--- config.mk ---
export PLATFORM = sky130hd
export DESIGN_NAME = atr_trim_bank
export DESIGN_NICKNAME = d
export VERILOG_FILES = /design/src/atr_pkg.sv /design/src/atr_trim_bank.sv /design/src/atr_trim_gate.sv /design/src/atr_sleep_hold.sv
export SDC_FILE = /design/constraint.sdc
export NUM_CORES = 1
export LEC_CHECK = 0
export BUFFER_PORTS_ARGS = -buffer_cell sky130_fd_sc_hd__buf_4
export CORE_UTILIZATION = 35
export DETAILED_ROUTE_END_ITERATION = 8
export GPL_ROUTABILITY_DRIVEN = 0
export GPL_TIMING_DRIVEN = 0
export PLACE_DENSITY = 0.63
export SYNTH_ARGS = -nofsm -noshare
export SYNTH_HDL_FRONTEND = slang
export SYNTH_SLANG_ARGS = --single-unit
--- constraint.sdc ---
create_clock -name core_clk_i -period 3.45 [get_ports core_clk_i]
set_clock_uncertainty 0.05 [all_clocks]
set_input_delay 0.69 -clock core_clk_i [delete_from_list [all_inputs] [get_ports core_clk_i]]
set_output_delay 0.69 -clock core_clk_i [all_outputs]
set_load 0.01 [all_outputs]
--- src/atr_pkg.sv ---
// Constants shared by the analog trim register bank
package atr_pkg;
	localparam int ATR_ADDR_W = 16;
	localparam int ATR_DATA_W = 8;
	localparam int ATR_CODE_W = 3;
	localparam logic [15:0] ATR_BASE_BLOCKING = 16'h0200;
	localparam logic [15:0] ATR_BASE_NONBLOCK = 16'h0300;
	localparam logic [15:0] ATR_WINDOW_SPAN = 16'h0100;
	localparam logic [7:0] ATR_OFS_LIN_WDOG = 8'hF0;
	localparam logic [7:0] ATR_OFS_BG_IREF = 8'hF1;
	localparam logic [7:0] ATR_OFS_SLEEP_REF = 8'hF2;
	localparam logic [7:0] ATR_RST_LIN_WDOG = 8'h00;
	localparam logic [7:0] ATR_RST_BG_IREF = 8'h00;
	localparam logic [4:0] ATR_RST_SLEEP_REF = 5'h00;
	localparam logic [7:0] ATR_RDATA_NONE = 8'h00;
	localparam logic [2:0] ATR_SLEEP_UPPER_ZERO = 3'h0;
	localparam logic [2:0] ATR_CODE_UNTRIMMED = 3'h0;
	// Field positions of the first trim register
	localparam int ATR_LIN_EN_BIT = 7;
	localparam int ATR_LIN_ADJ_BIT = 6;
	localparam int ATR_WDOG_EN_BIT = 5;
	localparam int ATR_WDOG_CODE_LSB = 0;
	// Field positions of the second trim register
	localparam int ATR_BG_EN_BIT = 7;
	localparam int ATR_BG_UP_BIT = 5;
	localparam int ATR_BG_DN_BIT = 4;
	localparam int ATR_IREF_EN_BIT = 3;
	localparam int ATR_IREF_CODE_LSB = 0;
	// Field positions of the third trim register
	localparam int ATR_SLP_EN_BIT = 4;
	localparam int ATR_SLP_LOCK_BIT = 3;
	localparam int ATR_SLP_CODE_LSB = 0;
	localparam int ATR_SLP_STORED_W = 5;
endpackage

--- src/atr_trim_bank.sv ---
// Analog trim register bank reached over the die-to-die register port
`timescale 1ns/10ps
module atr_trim_bank
	import atr_pkg::*;
#(
	parameter int ADDR_W = atr_pkg::ATR_ADDR_W
) (
	input wire logic core_clk_i,
	input wire logic rst_i,
	input wire logic por_i,
	input wire logic bus_sel_i,
	input wire logic bus_wr_i,
	input wire logic [ADDR_W-1:0] bus_addr_i,
	input wire logic [atr_pkg::ATR_DATA_W-1:0] bus_wdata_i,
	output logic [atr_pkg::ATR_DATA_W-1:0] bus_rdata_o,
	output logic bus_ack_o,
	output logic bus_nonblock_o,
	output logic lin_slope_adjust_o,
	output logic [atr_pkg::ATR_CODE_W-1:0] wdog_clock_trim_code_o,
	output logic bandgap_slope_up_o,
	output logic bandgap_slope_down_o,
	output logic [atr_pkg::ATR_CODE_W-1:0] current_ref_trim_code_o,
	output logic [atr_pkg::ATR_CODE_W-1:0] sleep_ref_trim_code_o,
	output logic sleep_ref_trim_lock_o
);
	import atr_pkg::*;

	if (ADDR_W != ATR_ADDR_W) begin : g_chk
		$error("atr_trim_bank: ADDR_W must equal the global address width");
	end

	logic [ATR_DATA_W-1:0] lin_wdog_ff;
	logic [ATR_DATA_W-1:0] bg_iref_ff;
	logic [ATR_SLP_STORED_W-1:0] sleep_ff;
	logic [ATR_DATA_W-1:0] rdata_ff;
	logic ack_ff;
	logic nonblock_ff;
	logic [ATR_DATA_W-1:0] nxt_lin_wdog;
	logic [ATR_DATA_W-1:0] nxt_bg_iref;
	logic [ATR_SLP_STORED_W-1:0] nxt_sleep;
	logic [ATR_DATA_W-1:0] nxt_rdata;
	logic nxt_ack;
	logic nxt_nonblock;

	logic [15:0] rel_blocking;
	logic [15:0] rel_nonblock;
	logic in_blocking;
	logic in_nonblock;
	logic [7:0] offset;
	logic hit_lin_wdog;
	logic hit_bg_iref;
	logic hit_sleep;
	logic wr_sleep;
	logic held_en;
	logic held_lock;
	logic [ATR_CODE_W-1:0] held_code;
	logic [ATR_SLP_STORED_W-1:0] sleep_view;

	// Address decode against both global windows
	always_comb begin
		rel_blocking = bus_addr_i - ATR_BASE_BLOCKING;
		rel_nonblock = bus_addr_i - ATR_BASE_NONBLOCK;
		in_blocking = (bus_addr_i >= ATR_BASE_BLOCKING) && (rel_blocking < ATR_WINDOW_SPAN);
		in_nonblock = (bus_addr_i >= ATR_BASE_NONBLOCK) && (rel_nonblock < ATR_WINDOW_SPAN);
		offset = in_nonblock ? rel_nonblock[7:0] : rel_blocking[7:0];
		hit_lin_wdog = (in_blocking || in_nonblock) && (offset == ATR_OFS_LIN_WDOG);
		hit_bg_iref = (in_blocking || in_nonblock) && (offset == ATR_OFS_BG_IREF);
		hit_sleep = (in_blocking || in_nonblock) && (offset == ATR_OFS_SLEEP_REF);
		wr_sleep = bus_sel_i && bus_wr_i && hit_sleep && !held_lock;
	end

	// A locked register shows the held analog copy, not the cleared digital one
	always_comb begin
		if (held_lock) begin
			sleep_view = {held_en, held_lock, held_code};
		end else begin
			sleep_view = sleep_ff;
		end
	end

	// Register storage; no low-power input exists, so contents simply hold
	always_comb begin
		nxt_lin_wdog = lin_wdog_ff;
		nxt_bg_iref = bg_iref_ff;
		nxt_sleep = sleep_ff;
		if (bus_sel_i && bus_wr_i) begin
			if (hit_lin_wdog) begin
				nxt_lin_wdog = bus_wdata_i;
			end
			if (hit_bg_iref) begin
				nxt_bg_iref = bus_wdata_i;
			end
		end
		if (wr_sleep) begin
			nxt_sleep = bus_wdata_i[ATR_SLP_STORED_W-1:0];
			if (!bus_wdata_i[ATR_SLP_EN_BIT]) begin
				nxt_sleep[ATR_SLP_LOCK_BIT] = 1'b0;
			end
		end
	end

	always_ff @(posedge core_clk_i) begin
		if (rst_i) begin
			lin_wdog_ff <= ATR_RST_LIN_WDOG;
			bg_iref_ff <= ATR_RST_BG_IREF;
			sleep_ff <= ATR_RST_SLEEP_REF;
		end else begin
			lin_wdog_ff <= nxt_lin_wdog;
			bg_iref_ff <= nxt_bg_iref;
			sleep_ff <= nxt_sleep;
		end
	end

	// Bus answer one cycle after each selected cycle; unmapped reads return zero
	always_comb begin
		nxt_ack = bus_sel_i;
		nxt_nonblock = bus_sel_i && in_nonblock;
		nxt_rdata = ATR_RDATA_NONE;
		if (bus_sel_i && !bus_wr_i) begin
			if (hit_lin_wdog) begin
				nxt_rdata = lin_wdog_ff;
			end else if (hit_bg_iref) begin
				nxt_rdata = bg_iref_ff;
			end else if (hit_sleep) begin
				nxt_rdata = {ATR_SLEEP_UPPER_ZERO, sleep_view};
			end
		end
	end

	always_ff @(posedge core_clk_i) begin
		if (rst_i) begin
			ack_ff <= 1'b0;
			nonblock_ff <= 1'b0;
			rdata_ff <= ATR_RDATA_NONE;
		end else begin
			ack_ff <= nxt_ack;
			nonblock_ff <= nxt_nonblock;
			rdata_ff <= nxt_rdata;
		end
	end

	assign bus_ack_o = ack_ff;
	assign bus_nonblock_o = nonblock_ff;
	assign bus_rdata_o = rdata_ff;

	// Analog copy of the sleep reference trim; loads follow unlocked writes
	atr_sleep_hold u_sleep_hold (
		.core_clk_i(core_clk_i),
		.por_i(por_i),
		.rst_i(rst_i),
		.load_i(wr_sleep),
		.enable_i(bus_wdata_i[ATR_SLP_EN_BIT]),
		.lock_i(bus_wdata_i[ATR_SLP_LOCK_BIT]),
		.code_i(bus_wdata_i[ATR_SLP_CODE_LSB +: ATR_CODE_W]),
		.held_enable_o(held_en),
		.held_lock_o(held_lock),
		.held_code_o(held_code)
	);

	// Lock output mirrors the analog store; one cycle of registering keeps it a flop
	logic lock_out_ff;
	always_ff @(posedge core_clk_i) begin
		if (por_i) begin
			lock_out_ff <= 1'b0;
		end else begin
			lock_out_ff <= held_lock;
		end
	end
	assign sleep_ref_trim_lock_o = lock_out_ff;

	// Gated trim outputs; codes such as the doubly printed sleep 110 pass unchanged
	atr_trim_gate #(.W(1), .DEF_CODE(1'b0)) u_lin (
		.core_clk_i(core_clk_i),
		.rst_i(rst_i),
		.en_i(lin_wdog_ff[ATR_LIN_EN_BIT]),
		.code_i(lin_wdog_ff[ATR_LIN_ADJ_BIT]),
		.trim_o(lin_slope_adjust_o)
	);

	atr_trim_gate #(.W(ATR_CODE_W), .DEF_CODE(ATR_CODE_UNTRIMMED)) u_wdog (
		.core_clk_i(core_clk_i),
		.rst_i(rst_i),
		.en_i(lin_wdog_ff[ATR_WDOG_EN_BIT]),
		.code_i(lin_wdog_ff[ATR_WDOG_CODE_LSB +: ATR_CODE_W]),
		.trim_o(wdog_clock_trim_code_o)
	);

	atr_trim_gate #(.W(1), .DEF_CODE(1'b0)) u_bg_up (
		.core_clk_i(core_clk_i),
		.rst_i(rst_i),
		.en_i(bg_iref_ff[ATR_BG_EN_BIT]),
		.code_i(bg_iref_ff[ATR_BG_UP_BIT]),
		.trim_o(bandgap_slope_up_o)
	);

	atr_trim_gate #(.W(1), .DEF_CODE(1'b0)) u_bg_dn (
		.core_clk_i(core_clk_i),
		.rst_i(rst_i),
		.en_i(bg_iref_ff[ATR_BG_EN_BIT]),
		.code_i(bg_iref_ff[ATR_BG_DN_BIT]),
		.trim_o(bandgap_slope_down_o)
	);

	atr_trim_gate #(.W(ATR_CODE_W), .DEF_CODE(ATR_CODE_UNTRIMMED)) u_iref (
		.core_clk_i(core_clk_i),
		.rst_i(rst_i),
		.en_i(bg_iref_ff[ATR_IREF_EN_BIT]),
		.code_i(bg_iref_ff[ATR_IREF_CODE_LSB +: ATR_CODE_W]),
		.trim_o(current_ref_trim_code_o)
	);

	// Sleep output is driven from the analog store so device reset cannot disturb it once locked
	atr_trim_gate #(.W(ATR_CODE_W), .DEF_CODE(ATR_CODE_UNTRIMMED)) u_sleep (
		.core_clk_i(core_clk_i),
		.rst_i(por_i),
		.en_i(held_en),
		.code_i(held_code),
		.trim_o(sleep_ref_trim_code_o)
	);
endmodule

--- src/atr_trim_gate.sv ---
// Registered gate that passes a trim code only while its enable is set
`timescale 1ns/10ps
module atr_trim_gate #(
	parameter int W = 3,
	parameter logic [W-1:0] DEF_CODE = '0
) (
	input wire logic core_clk_i,
	input wire logic rst_i,
	input wire logic en_i,
	input wire logic [W-1:0] code_i,
	output logic [W-1:0] trim_o
);
	logic [W-1:0] trim_ff;
	logic [W-1:0] nxt_trim;

	if (W < 1) begin : g_chk
		$error("atr_trim_gate: W must be at least 1");
	end

	always_comb begin
		nxt_trim = en_i ? code_i : DEF_CODE;
	end

	always_ff @(posedge core_clk_i) begin
		if (rst_i) begin
			trim_ff <= DEF_CODE;
		end else begin
			trim_ff <= nxt_trim;
		end
	end

	assign trim_o = trim_ff;
endmodule

--- src/atr_sleep_hold.sv ---
// Sleep reference trim storage that only a power cycle clears once locked
`timescale 1ns/10ps
module atr_sleep_hold
	import atr_pkg::*;
(
	input wire logic core_clk_i,
	input wire logic por_i,
	input wire logic rst_i,
	input wire logic load_i,
	input wire logic enable_i,
	input wire logic lock_i,
	input wire logic [atr_pkg::ATR_CODE_W-1:0] code_i,
	output logic held_enable_o,
	output logic held_lock_o,
	output logic [atr_pkg::ATR_CODE_W-1:0] held_code_o
);
	logic en_ff;
	logic lock_ff;
	logic [ATR_CODE_W-1:0] code_ff;
	logic nxt_en;
	logic nxt_lock;
	logic [ATR_CODE_W-1:0] nxt_code;

	always_comb begin
		nxt_en = en_ff;
		nxt_lock = lock_ff;
		nxt_code = code_ff;
		if (!lock_ff) begin
			if (rst_i) begin
				nxt_en = 1'b0;
				nxt_lock = 1'b0;
				nxt_code = ATR_CODE_UNTRIMMED;
			end else if (load_i) begin
				nxt_en = enable_i;
				nxt_lock = lock_i & enable_i;
				nxt_code = code_i;
			end
		end
	end

	// Device reset is deliberately absent here; locked content outlives it
	always_ff @(posedge core_clk_i) begin
		if (por_i) begin
			en_ff <= 1'b0;
			lock_ff <= 1'b0;
			code_ff <= ATR_CODE_UNTRIMMED;
		end else begin
			en_ff <= nxt_en;
			lock_ff <= nxt_lock;
			code_ff <= nxt_code;
		end
	end

	assign held_enable_o = en_ff;
	assign held_lock_o = lock_ff;
	assign held_code_o = code_ff;
endmodule

---- After elaboration in Yosys (flattened, before gate mapping) ----
Cells that the tools add are included.
operators by class
  bitwise operators ....................... 8
  order comparisons ....................... 4
  reductions and logical operators ........ 23
  multiplexer cells ....................... 13
  equality and inequality tests ........... 3
  add/sub/neg operators ................... 2
operators with widths
  operator                                                                                number
  16-bit by 10-bit greater-or-equal comparator with 1-bit output (second input constant)  2
  16-bit by 9-bit less-than comparator with 1-bit output (second input constant)          2
  16-bit by 10-bit subtractor with 16-bit output (second input constant)                  2
  8-bit == test (second input constant)                                                   3
  8-bit two-way mux                                                                       3
  2-bit OR reduction                                                                      6
  1-bit logical AND                                                                       10
  5-bit two-way mux                                                                       2
  1-bit inverter                                                                          7
  1-bit two-way mux                                                                       6
  3-bit two-way mux                                                                       2
  2-bit AND reduction                                                                     3
  1-bit logical NOT                                                                       2
  2-bit nonzero test                                                                      1
  1-bit AND                                                                               1
  1-bit logical OR                                                                        1
word-level totals
  output and inout bits ................... 23
  input bits .............................. 29
  flip-flop bits (word level) ............. 49
  logic and storage cells ................. 69

---- Depth between registers and ports, before layout ----
Gate-level depths: netlist (run 1).
  word-level depth ........................ 11
  mapped depth ............................ 7
  mapped depth without buffers ............ 6

---- Hierarchy ----
Synthesis (run 1) repeated with hierarchy kept, for this count alone.
unflattened totals
  cell total of the unflattened synthesis .. 201
  area total of the unflattened synthesis .. 2069.5 µm²
modules (own cells, without submodules)
  module                        area each (µm²)  sequential area each (µm²)  cells an instance  times used
  atr_trim_bank                 1503.9           640.6                       154                1
  atr_trim_gate at u_iref ...   86.3             60.1                        6                  3
  atr_sleep_hold                220.2            100.1                       23                 1
  atr_trim_gate at u_bg_dn ...  28.8             20.0                        2                  3

---- Worst setup path after synthesis (run 1) ----
No wires, ideal clock.
  path type ............................... input-to-reg
  start ................................... in bus_addr_i[10]
  end ..................................... reg bg_iref_ff[3]
  slack ................................... 0.985 ns
  library setup time ...................... 0.121 ns
  buffers on the path ..................... 1
  stages .................................. 7
  arrival time ............................ 2.294 ns
  required time ........................... 3.279 ns
  cell sequence ........................... inv_1 ha_1 nor3b_1 a311oi_1 or4_1 buf_4 mux2_4
on the way
  longest elaborated chain between the ends .. 7
  elaborated cells on any way between the ends .. 13
  classes of those cells .................. add/sub: 2; order compare: 4; eq/ne: 1; mux: 1; reduce/logical: 5
RTL lines
  item                                                    line                  source
  start: declaration                                      atr_trim_bank.sv:13   input wire logic [ADDR_W-1:0] bus_addr_i,
  16-bit by 10-bit subtractor with 16-bit output          atr_trim_bank.sv:62   rel_nonblock = bus_addr_i - ATR_BASE_NONBLOCK;
  16-bit by 9-bit less-than comparator with 1-bit output  atr_trim_bank.sv:64   in_nonblock = (bus_addr_i >= ATR_BASE_NONBLOCK) && (rel_nonblock < ATR_WINDOW_SPAN);
  1-bit logical AND                                       atr_trim_bank.sv:64
  8-bit two-way mux                                       atr_trim_bank.sv:65   offset = in_nonblock ? rel_nonblock[7:0] : rel_blocking[7:0];
  8-bit == test                                           atr_trim_bank.sv:67   hit_bg_iref = (in_blocking || in_nonblock) && (offset == ATR_OFS_BG_IREF);
  1-bit logical AND (*)                                   atr_trim_bank.sv:67
  2-bit AND reduction (no source line) (*)                --
  end signal: assignment                                  atr_trim_bank.sv:109  bg_iref_ff <= nxt_bg_iref;
  end: declaration                                        atr_trim_bank.sv:33   logic [ATR_DATA_W-1:0] bg_iref_ff;
Mark *: on every way between the ends. The rest lies on a longest branch, timed or not.
A chain may end at the register's enable or synchronous reset.

---- Final worst setup path (run 1) ----
  start ................................... in bus_addr_i[9]
  end ..................................... reg bg_iref_ff[3]
The elaborated chain is that of the path after synthesis.

==> results.md, run 1 <==
| Item | Value | Unit |
|:---|:---|:---|
| Outcome | complete, no violations | - |
| Switch Pwr | 0.217 | mW |
| Routed wirelength normalized by instance count | 13.1 | um |
| Overall routed net length | 4.35 | mm |
| Diode insertion count for antenna repair | 0 | - |
| Total of cells resized after clock tree synthesis | 0 | - |
| Maxcap violations | 0 | - |
| Fmax achieved | 402 | MHz |
| Cell internal power dissipation | 0.785 | mW |
| Initial antenna violation count | 0 | - |
| Setup violation total in the final timing report | 0 | - |
| Detailed-router iteration count before antenna repair | 4 | - |
| Fraction of the yosys area taken by sequential cells | 0.471 | - |
| CP Buf/Inv Count | 3 | - |
| Post-synthesis area per instance | 10.4 | um2 |
| Number of placed I/O pins | 52 | - |
| Min-delay src | bg_iref_ff[5] | - |
| Sequential share of power | 0.565 | - |
| Critical Path Start Type | primary input | - |
| Cell Area, Synth | 0.00208 | mm2 |
| DP Wirelength | 3.29 | mm |
| Family of cells with the greatest summed delay on the critical path | compound AO/OA/AOI/OAI gates | - |
| Maximum number of pins on one net before global-route repair | 15 | - |
| Shortest period the worst path allows | 2.49 | ns |
| Clk network pwr share | 0.361 | - |
| Data required time of the critical path | 3.59 | ns |
| Clock net sink count | 49 | - |
| Relative contribution of combinational cells to total power | 0.074 | - |
| TritonCTS clock tree | done | - |
| Worst setup EP type | register | - |
| Total negative slack for setup checks | 0 | ns |
| Clock transition at the registers of the reported paths | 0.08 | ns |
| Number of core rows | 27 | - |
| Number of levels in the clock H-tree | 2 | - |
| CP max FO | 8 | - |
| Net count, final | 289 | - |
| Origin of the critical flop-to-flop path | u_sleep_hold.held_lock_o | - |
| Data arrival time of the critical path | 2.63 | ns |
| Fraction of final layout cells with drive strength greater than 1 | 0.282 | - |
| Yosys synthesis warning count | 0 | - |
| Maximum clock path buffer count | 2 | - |
| Horizontal die dimension | 79.2 | um |
| Initial detailed-routing violation count | 57 | - |
| Unique cell type count in the Yosys netlist | 34 | - |
| Longest individual stage delay on the worst path | 0.63 | ns |
| Flip-flop and latch count after synthesis | 49 | - |
| Leakage | 1.16 | nW |
| Max-slew violation count | 0 | - |
| Vias in the first global route | 1601 | - |
| P&R area growth vs syn | 27.2 | % |
| Slew margin rel. | 0.498 | - |
| Number of design rule violations left after detail routing | 0 | - |
| Switching Share | 0.216 | - |
| Vias | 1544 | - |
| Slowest cell on the critical path | a311oi_1 | - |
| Final number of hold-violating endpoints | 0 | - |
| Crit path from | bus_addr_i[9] | - |
| Vias per cell | 4.66 | - |
| Number of buffers inserted to repair setup after CTS | 0 | - |
| Mapped Cells | 201 | - |
| Clock network latency to the later pin of the worst-skew pair | 0.29 | ns |
| Leftover overflow at the end of global routing | 0 | - |
| Count of hold buffers inserted by post-cts repair | 0 | - |
| Core area | 0.00561 | mm2 |
| All-Layer GR Usage | 0.153 | - |
| Number of clock buffers inserted by TritonCTS | 5 | - |
| Root buffer cell | clkbuf_8 | - |
| Crit path top cell by count | buf_4 | - |
| Starting density of the core | 0.371 | - |
| Nets in the synthesized netlist | 232 | - |
| Category of the most critical setup path | in2reg | - |
| First-pass GRT wire length | 7.42 | mm |
| Pwr dens | 378 | mW/mm2 |
| Port Buffer Count | 50 | - |
| Overall power of the completed layout | 1.00 | mW |
| Die Area | 0.00626 | mm2 |
| Setup repair after global routing missed its margin | no | - |
| Sequence of cells on the critical path | buf_4 -> inv_1 -> ha_1 -> nor3b_1 -> a311oi_1 -> or4_1 -> buf_4 -> mux2_4 | - |
| Worst IR Drop VDD | 221 | uV |
| Height of the die | 79.2 | um |
| Class of the most critical hold timing path | reg2reg | - |
| Detail Route Antenna Nets | 0 | - |
| Slew at the pin with the worst max-slew slack | 0.748 | ns |
| Final worst path period share | 0.721 | - |
==> Yosys cell counts <==
master	n	area, um2
xnor2_1	1	8.76
or4b_2	1	10.0
nor4_4	1	21.3
and3b_1	3	26.3
or4_1	2	15.0
a311oi_1	1	8.76
or3_1	1	6.26
mux2_2	5	56.3
nand4_2	1	12.5
inv_1	6	22.5
mux2_4	1	15.0
nor3b_1	2	15.0
nor3_1	2	10.0
and4_1	1	8.76
nand4_1	1	6.26
o211a_1	1	10.0
nand3b_1	1	7.51
and2_1	14	87.6
nor4_1	2	12.5
buf_4	3	22.5
nor4_2	1	12.5
nand2_1	4	15.0
ha_1	2	25.0
clkbuf_1	6	22.5
a21o_1	1	7.51
nor4b_1	1	8.76
dfxtp_1	49	981
or2_2	2	12.5
nand2b_1	27	169
nand3_1	2	10.0
nor2_1	12	45.0
mux2i_1	31	310
nor2b_1	8	50.1
o22ai_1	5	31.3
==> cell usage in the layout, fill, tap and decap left out, types with 2 or more instances in the layout <==
master,Yosys,final
nand3_1,2,2
nand2b_1,27,27
inv_1,6,6
nor3_1,2,2
mux2_2,5,5
or4_1,2,2
ha_1,2,2
or2_2,2,2
and2_1,14,14
clkbuf_8,0,7
nand2_1,4,4
and3b_1,3,3
nor4_1,2,2
dfxtp_1,49,49
o22ai_1,5,5
buf_4,3,53
clkbuf_1,6,6
nor2_1,12,12
nor3b_1,2,2
nor2b_1,8,8
mux2i_1,31,31
==> state kept, by name, summed over array words and instances, names as in the netlist <==
register / cells
bg_iref_ff: 8
bus_ack_o: 1
bus_nonblock_o: 1
bus_rdata_o: 8
lin_wdog_ff: 8
sleep_ff: 5
sleep_ref_trim_lock_o: 1
u_bg_dn.trim_o: 1
u_bg_up.trim_o: 1
u_iref.trim_o: 3
u_lin.trim_o: 1
u_sleep.trim_o: 3
u_sleep_hold.held_code_o: 3
u_sleep_hold.held_enable_o: 1
u_sleep_hold.held_lock_o: 1
u_wdog.trim_o: 3
==> power by group through the flow <==
stage               Clock, mW  Sequential (mW)  Combinational [mW]
floorplan                   0            0.579              0.0338
global placement            0            0.579              0.0741
detailed placement          0            0.579              0.0747
CTS                     0.375            0.566              0.0748
global route            0.396            0.566              0.0809
finish                  0.362            0.566              0.0739
==> layout make-up <==
cell class,count,area [um2]
fill,552,2960
multi-input combinational,137,1030
sequential,49,981
timing repair buffer,50,375
clock buffer,7,96.3
tap,72,90.1
buffer,9,45.0
inverter,6,22.5
clock inverter,1,5.00
==> path summary, 6_finish.rpt <==
check,endpoint,slack (ns),cells after the start
max,bg_iref_ff[3],0.96,8
min,u_bg_up.trim_o,0.40,2
max reg2reg,u_sleep_hold.held_code_o[1],1.50,5
min reg2reg,u_bg_up.trim_o,0.40,2
==> through the flow <==
step                utilization  hold slack, ns  std cells  instance area, um2  setup WS [ns]
global route              0.473           0.430        331                2650          0.829
CTS                       0.473           0.409        331                2650          0.948
floorplan                     -           0.371        201                2080          0.985
detailed placement        0.454           0.396        323                2550          0.635
global placement          0.454           0.394        323                2550          0.633
finish                    0.473           0.400        331                2650          0.961
==> per-layer routing <==
layer  vias to the layer above  share of wire  global-route usage
li1                        799              -                   -
met1                       707           0.47               0.191
met2                        29           0.47               0.259
met3                         9          0.039              0.0345
met4                         0          0.015              0.0527
met5                         -              0                   0
==> kinds of logic (layout without fill, tap and decap cells) <==
kind of cell	after synthesis	in the layout	share of synthesized area
compound gates	8	8	0.0276
xor+xnor	1	1	0.00420
fa+ha+maj	2	2	0.0120
buf+inv	15	73	0.0324
flops	49	49	0.471
mux	37	37	0.183
simple gates	89	89	0.270
==> worst min-delay path, stage by stage, from the launching register on <==
cell and delay (ns):
dfxtp_1 0.33, inv_1 0.05, nor2_1 0.03
(Power assumes the default switching activity.)
==> run 2, diff against run 1 <==
--- a/config.mk
+++ b/config.mk
@@ -10,7 +10,7 @@
 export DETAILED_ROUTE_END_ITERATION = 8
 export GPL_ROUTABILITY_DRIVEN = 0
 export GPL_TIMING_DRIVEN = 0
-export PLACE_DENSITY = 0.63
+export PLACE_DENSITY = 0.66
 export SYNTH_ARGS = -nofsm -noshare
 export SYNTH_HDL_FRONTEND = slang
 export SYNTH_SLANG_ARGS = --single-unit
==> constraint.sdc (replaced) <==
create_clock -name core_clk_i -period 2.1 [get_ports core_clk_i]
set_clock_uncertainty 0.05 [all_clocks]
set_input_delay 0.42 -clock core_clk_i [delete_from_list [all_inputs] [get_ports core_clk_i]]
set_output_delay 0.42 -clock core_clk_i [all_outputs]
set_load 0.01 [all_outputs]
==> results.md, run 2 (synthesis results as in run 1) <==
| Item | Value | Unit | Change |
|:---|:---|:---|:---|
| Outcome | complete, no violations | - |  |
| Number of levels in the clock H-tree | 2 | - | unchanged |
| Met1 track demand over resource in global routing | 0.186 | - | -0.00578 |
| Overall power of the completed layout | 1.57 | mW | +57% |
| Worst IR Drop VDD | 234 | uV | +5.8% |
| Final number of hold-violating endpoints | 0 | - | unchanged |
| Height of the die | 79.2 | um | unchanged |
| Most frequent cells in the layout | buf_4 (57), dfxtp_1 (49), mux2i_1 (31) | - |  |
| Slew at the pin with the worst max-slew slack | 0.781 | ns | +0.0336 ns |
| Root buffer cell | clkbuf_8 | - |  |
| Slew margin rel. | 0.474 | - | -0.0238 |
| Hold slack final | 0.361 | ns | -0.0393 ns |
| Initial detailed-routing violation count | 50 | - | -12% |
| DP Wirelength | 3.30 | mm | +0.40% |
| Diode insertion count for antenna repair | 0 | - | unchanged |
| Detail Route Antenna Nets | 0 | - | unchanged |
| Fill cell total of the finished layout | 546 | - | -1.1% |
| Clk network pwr share | 0.327 | - | -0.034 |
| Net count, final | 294 | - | +1.7% |
| Leftover overflow at the end of global routing | 0 | - | unchanged |
| Clock transition at the registers of the reported paths | 0.09 | ns | about the same |
| All-Layer GR Usage | 0.153 | - | -0.000768 |
| Overall routed net length | 4.42 | mm | +1.6% |
| Fmax achieved | 483 | MHz |  |
| Worst setup EP type | register | - |  |
| Max-slew violation count | 0 | - | unchanged |
| Number of design rule violations left after detail routing | 0 | - | unchanged |
| Horizontal die dimension | 79.2 | um | unchanged |
| Data required time of the critical path | 2.25 | ns | -1.34 ns |
| CP max FO | 6 | - | -2 |
| Worst slack, placed | -0.277 | ns | -0.912 ns |
| Pwr dens | 586 | mW/mm2 | +55% |
| Cell Count Post-Placement | 323 | - | unchanged |
| Shortest period the worst path allows | 2.07 | ns |  |
| Relative contribution of combinational cells to total power | 0.080 | - | +0.006 |
| Cell internal power dissipation | 1.21 | mW | +55% |
| Most frequent standard cell in the layout excluding fill and tap cells | buf_4 | - |  |
| Vias per cell | 4.75 | - | +1.7% |
| Number of core rows | 27 | - | unchanged |
| Number of clock buffers inserted by TritonCTS | 5 | - | unchanged |
| TritonCTS clock tree | done | - |  |
| Total of cells resized after clock tree synthesis | 0 | - | unchanged |
| Layer with the highest usage after global routing | met2 | - |  |
| Detailed-router iteration count before antenna repair | 4 | - | unchanged |
| Switching Share | 0.226 | - | +0.00993 |
| Slack of the worst reg-to-reg path | 0.19 | ns | -1.31 ns |
| Critical Path Start Type | primary input | - |  |
| Worst path setup slack after routing | 0.0295 | ns | -0.932 ns |
| Total negative slack for setup checks | 0 | ns | unchanged |
| Setup repair after global routing missed its margin | yes | - |  |
| Category of the most critical setup path | in2reg | - |  |
| Vias in the first global route | 1592 | - | -0.56% |
| Routed wirelength normalized by instance count | 13.2 | um | +0.70% |
| Data arrival time of the critical path | 2.22 | ns | -0.41 ns |
| Class of the most critical hold timing path | in2reg | - |  |
| Initial antenna violation count | 0 | - | unchanged |
| Setup violation total in the final timing report | 0 | - | unchanged |
| Maximum number of pins on one net before global-route repair | 14 | - | -1 |
| P&R area growth vs syn | 28.5 | % |  |
| Number of placed I/O pins | 52 | - | unchanged |
| First-pass GRT wire length | 7.31 | mm | -1.4% |
| Met3 track demand over resource in global routing | 0.0333 | - | -0.00115 |
| Core area | 0.00561 | mm2 | unchanged |
| Switch Pwr | 0.355 | mW | +64% |
| Clock network latency to the later pin of the worst-skew pair | 0.30 | ns | about the same |
| Port Buffer Count | 50 | - | unchanged |
| Die Area | 0.00626 | mm2 | unchanged |
| Fraction of final layout cells with drive strength greater than 1 | 0.305 | - | +0.0235 |
| Sequential share of power | 0.593 | - | +0.028 |
| Starting density of the core | 0.371 | - | unchanged |
| Maxcap violations | 0 | - | unchanged |
| Met2 capacity usage during global routing | 0.253 | - | -0.00603 |
| Vias | 1585 | - | +2.7% |
| Final worst path period share | 0.986 | - |  |
| Clock net sink count | 49 | - | unchanged |
| Post-layout instance count excluding filler cells | 334 | - | +0.91% |
| Maximum clock path buffer count | 2 | - | unchanged |
| Leakage | 1.18 | nW | +1.2% |
==> run 2: cell types whose count changed in the layout (fill, tap and decap cells not counted) <==
cell	change
ha_2	+1
a311oi_2	+1
inv_1	-1
ha_1	-1
buf_6	+1
buf_4	+4
a311oi_1	-1
clkbuf_8	-2
nor3b_2	+1
nor3b_1	-1
inv_2	+1
==> run 2: layout make-up <==
type | count | area, um2 | share of cell area
Buffer | 9 | 48.8 | 0.0182
Multi-Input combinational cell | 137 | 1050 | 0.392
Timing Repair Buffer | 55 | 413 | 0.154
Clock inverter | 1 | 5.00 | 0.00187
Tap cell | 72 | 90.1 | 0.0336
Inverter | 6 | 22.5 | 0.00841
Clock buffer | 5 | 68.8 | 0.0257
Sequential cell | 49 | 981 | 0.366
==> run 2: through the flow <==
stage / area (um2) / util
global route: 2680 / 0.477
CTS: 2640 / 0.471
global placement: 2570 / 0.458
floorplan: 2100 / -
finish: 2680 / 0.477
detailed placement: 2570 / 0.458
==> run 2: final timing paths <==
kind	cells after the start	to	startpoint
worst max register to register	5	u_sleep_hold.held_code_o[0]	u_sleep_hold.held_lock_o
worst min-delay path	3	bus_nonblock_o	bus_addr_i[10]
worst max-delay path	7	lin_wdog_ff[3]	bus_addr_i[9]
worst min register to register	2	u_bg_dn.trim_o	bg_iref_ff[4]
==> run 2: worst max-delay path: stages <==
cell      delay [ns]
buf_4           0.12
inv_1           0.05
ha_1            0.29
nor3b_2         0.18
a311oi_2        0.10
nor4_2          0.66
mux2_2          0.40
==> run 2: repair_timing <==
action / CTS / global route
hold buffers: 0 / 0
hold endpoints to repair: 0 / 0
setup buffers: 0 / 5
setup endpoints to repair: 0 / 3
==> run 2: power by group through the flow <==
| stage | combinational, mW | clock (mW) | sequential [mW] |
|---|---|---|---|
| floorplan | 0.0579 | 0 | 0.952 |
| CTS | 0.127 | 0.524 | 0.929 |
| detailed placement | 0.126 | 0 | 0.951 |
| global route | 0.136 | 0.563 | 0.930 |
| finish | 0.126 | 0.513 | 0.929 |
| global placement | 0.125 | 0 | 0.952 |
==> run 2: metal layers <==
layer,up-vias,wire (um)
met1,720,2030
met2,57,2010
met4,0,84
li1,801,-
met5,-,0
met3,7,288
==> run 3, diff against run 2 <==
--- a/config.mk
+++ b/config.mk
@@ -6,11 +6,13 @@
 export NUM_CORES = 1
 export LEC_CHECK = 0
 export BUFFER_PORTS_ARGS = -buffer_cell sky130_fd_sc_hd__buf_4
+export CELL_PAD_IN_SITES_DETAIL_PLACEMENT = 0
+export CELL_PAD_IN_SITES_GLOBAL_PLACEMENT = 1
 export CORE_UTILIZATION = 35
 export DETAILED_ROUTE_END_ITERATION = 8
 export GPL_ROUTABILITY_DRIVEN = 0
 export GPL_TIMING_DRIVEN = 0
-export PLACE_DENSITY = 0.66
+export PLACE_DENSITY = 0.8
 export SYNTH_ARGS = -nofsm -noshare
 export SYNTH_HDL_FRONTEND = slang
 export SYNTH_SLANG_ARGS = --single-unit
==> results.md, run 3 (synthesis results as in run 1) <==
| Item | Value | Unit | Change |
|:---|:---|:---|:---|
| Fill cell total of the finished layout | 576 | - | +5.5% |
| Maximum number of pins on one net before global-route repair | 16 | - | +2 |
| Starting density of the core | 0.371 | - | unchanged |
| Net count, final | 294 | - | unchanged |
| Most frequent standard cell in the layout excluding fill and tap cells | buf_4 | - |  |
| DP Wirelength | 3.18 | mm | -3.9% |
| First-pass GRT wire length | 7.02 | mm | -4.1% |
| Critical Path Start Type | primary input | - |  |
| Vias in the first global route | 1518 | - | -4.6% |
| Slew at the pin with the worst max-slew slack | 0.641 | ns | -0.140 ns |
| Clock network latency to the later pin of the worst-skew pair | 0.30 | ns | about the same |
| Clock net sink count | 49 | - | unchanged |
| Number of placed I/O pins | 52 | - | unchanged |
| Initial detailed-routing violation count | 56 | - | +12% |
| Overall routed net length | 4.28 | mm | -3.1% |
| Total negative slack for setup checks | 0 | ns | unchanged |
| Footprint of the multi-input gates | 0.00107 | mm2 | +1.9% |
| Vias | 1541 | - | -2.8% |
| Routed wirelength normalized by instance count | 12.7 | um | -3.7% |
| Category of the most critical setup path | in2reg | - |  |
| Pwr dens | 602 | mW/mm2 | +2.9% |
| Setup violation total in the final timing report | 0 | - | unchanged |
| Final worst path period share | 0.945 | - | -0.0412 |
| Worst IR Drop VDD | 307 | uV | +31% |
| Height of the die | 79.2 | um | unchanged |
| Number of core rows | 27 | - | unchanged |
| Data arrival time of the critical path | 2.13 | ns | -0.09 ns |
| Setup repair after global routing missed its margin | no | - |  |
| Vias per cell | 4.59 | - | -3.4% |
| Data required time of the critical path | 2.25 | ns | about the same |
| Clock transition at the registers of the reported paths | 0.09 | ns | about the same |
| Class of the most critical hold timing path | in2reg | - |  |
| Most frequent cells in the layout | buf_4 (57), dfxtp_1 (49), mux2i_1 (31) | - |  |
| Count of hold buffers inserted by post-cts repair | 0 | - | unchanged |
| Outcome | complete, no violations | - |  |
| Detail Route Antenna Nets | 0 | - | unchanged |
| Leakage | 1.19 | nW | +1.3% |
| Shortest period the worst path allows | 1.98 | ns | -0.0865 ns |
| Initial antenna violation count | 0 | - | unchanged |
| Number of clock buffers inserted by TritonCTS | 5 | - | unchanged |
| Maximum clock path buffer count | 2 | - | unchanged |
| Hold slack final | 0.357 | ns | -0.00408 ns |
| Number of design rule violations left after detail routing | 0 | - | unchanged |
| Number of levels in the clock H-tree | 2 | - | unchanged |
| Storage element area | 981 | um2 | unchanged |
| Port Buffer Count | 50 | - | unchanged |
| CP max FO | 10 | - | +4 |
| P&R area growth vs syn | 30.6 | % |  |
| Horizontal die dimension | 79.2 | um | unchanged |
| Max-slew violation count | 0 | - | unchanged |
| Fmax achieved | 504 | MHz | +4.4% |
| Leftover overflow at the end of global routing | 0 | - | unchanged |
| Detailed-router iteration count before antenna repair | 4 | - | unchanged |
| All-Layer GR Usage | 0.149 | - | -0.00371 |
| Final number of hold-violating endpoints | 0 | - | unchanged |
| Fraction of final layout cells with drive strength greater than 1 | 0.311 | - | +0.00526 |
| Root buffer cell | clkbuf_8 | - |  |
| Maxcap violations | 0 | - | unchanged |
| TritonCTS clock tree | done | - |  |
| Slew margin rel. | 0.569 | - | +0.0941 |
| Diode insertion count for antenna repair | 0 | - | unchanged |
| Core area | 0.00561 | mm2 | unchanged |
| Worst setup EP type | register | - |  |
| Die Area | 0.00626 | mm2 | unchanged |
[run 3: critical path, cell delays in order]
cell and delay (ns):
buf_4 0.11, buf_4 0.19, nand2b_1 0.25, or3_1 0.37, nor4_1 0.23, buf_4 0.22
mux2_2 0.34
[run 3: final cells by class]
class	instances	area share
clock buffers	6	0.0304
inverters	6	0.00828
well taps	72	0.0331
repair buffers	55	0.152
multi-input cells	137	0.393
clock inverters	2	0.00506
flip-flops and latches	49	0.361
plain buffers	9	0.0179
[run 3: metal layers]
layer | share of wire | wire length (um) | global-route usage | up-vias
li1 | - | - | - | 807
met5 | 0 | 0 | 0 | -
met4 | 0.019 | 83 | 0.0709 | 0
met2 | 0.45 | 1940 | 0.236 | 32
met3 | 0.040 | 170 | 0.0345 | 8
met1 | 0.49 | 2080 | 0.190 | 694
[run 3: power breakdown]
part	internal [mW]	switching (mW)	leakage (nW)	total [mW]
Sequential	0.929	0.000294	0.395	0.929
Clock	0.267	0.313	0.0512	0.580
Combinational	0.0661	0.0632	0.746	0.129
[run 3: stage by stage]
stage / total power, mW / area [um2] / std cells / worst slack [ns] / util
finish: 1.64 / 2720 / 336 / 0.116 / 0.485
global route: 1.70 / 2720 / 336 / 0.0237 / 0.485
CTS: 1.66 / 2660 / 331 / 0.0656 / 0.475
detailed placement: 1.08 / 2570 / 323 / -0.252 / 0.458
global placement: 1.08 / 2570 / 323 / -0.257 / 0.458
floorplan: 1.01 / 2100 / 201 / 0.0132 / -
[run 3: timing repair]
action                     4_1_cts  5_1_grt
buffers inserted                 0        5
gates resized for setup          0        2
setup endpoints to repair        0        5
[run 3: worst paths after layout]
path / endpoint / slack [ns] / depth (start not counted) / from
max: u_sleep_hold.held_code_o[0] / 0.12 / 7 / bus_addr_i[0]
min: bg_iref_ff[6] / 0.36 / 3 / bus_wdata_i[6]
max reg2reg: u_sleep_hold.held_code_o[0] / 0.22 / 5 / u_sleep_hold.held_lock_o
min reg2reg: u_bg_up.trim_o / 0.40 / 2 / bg_iref_ff[5]
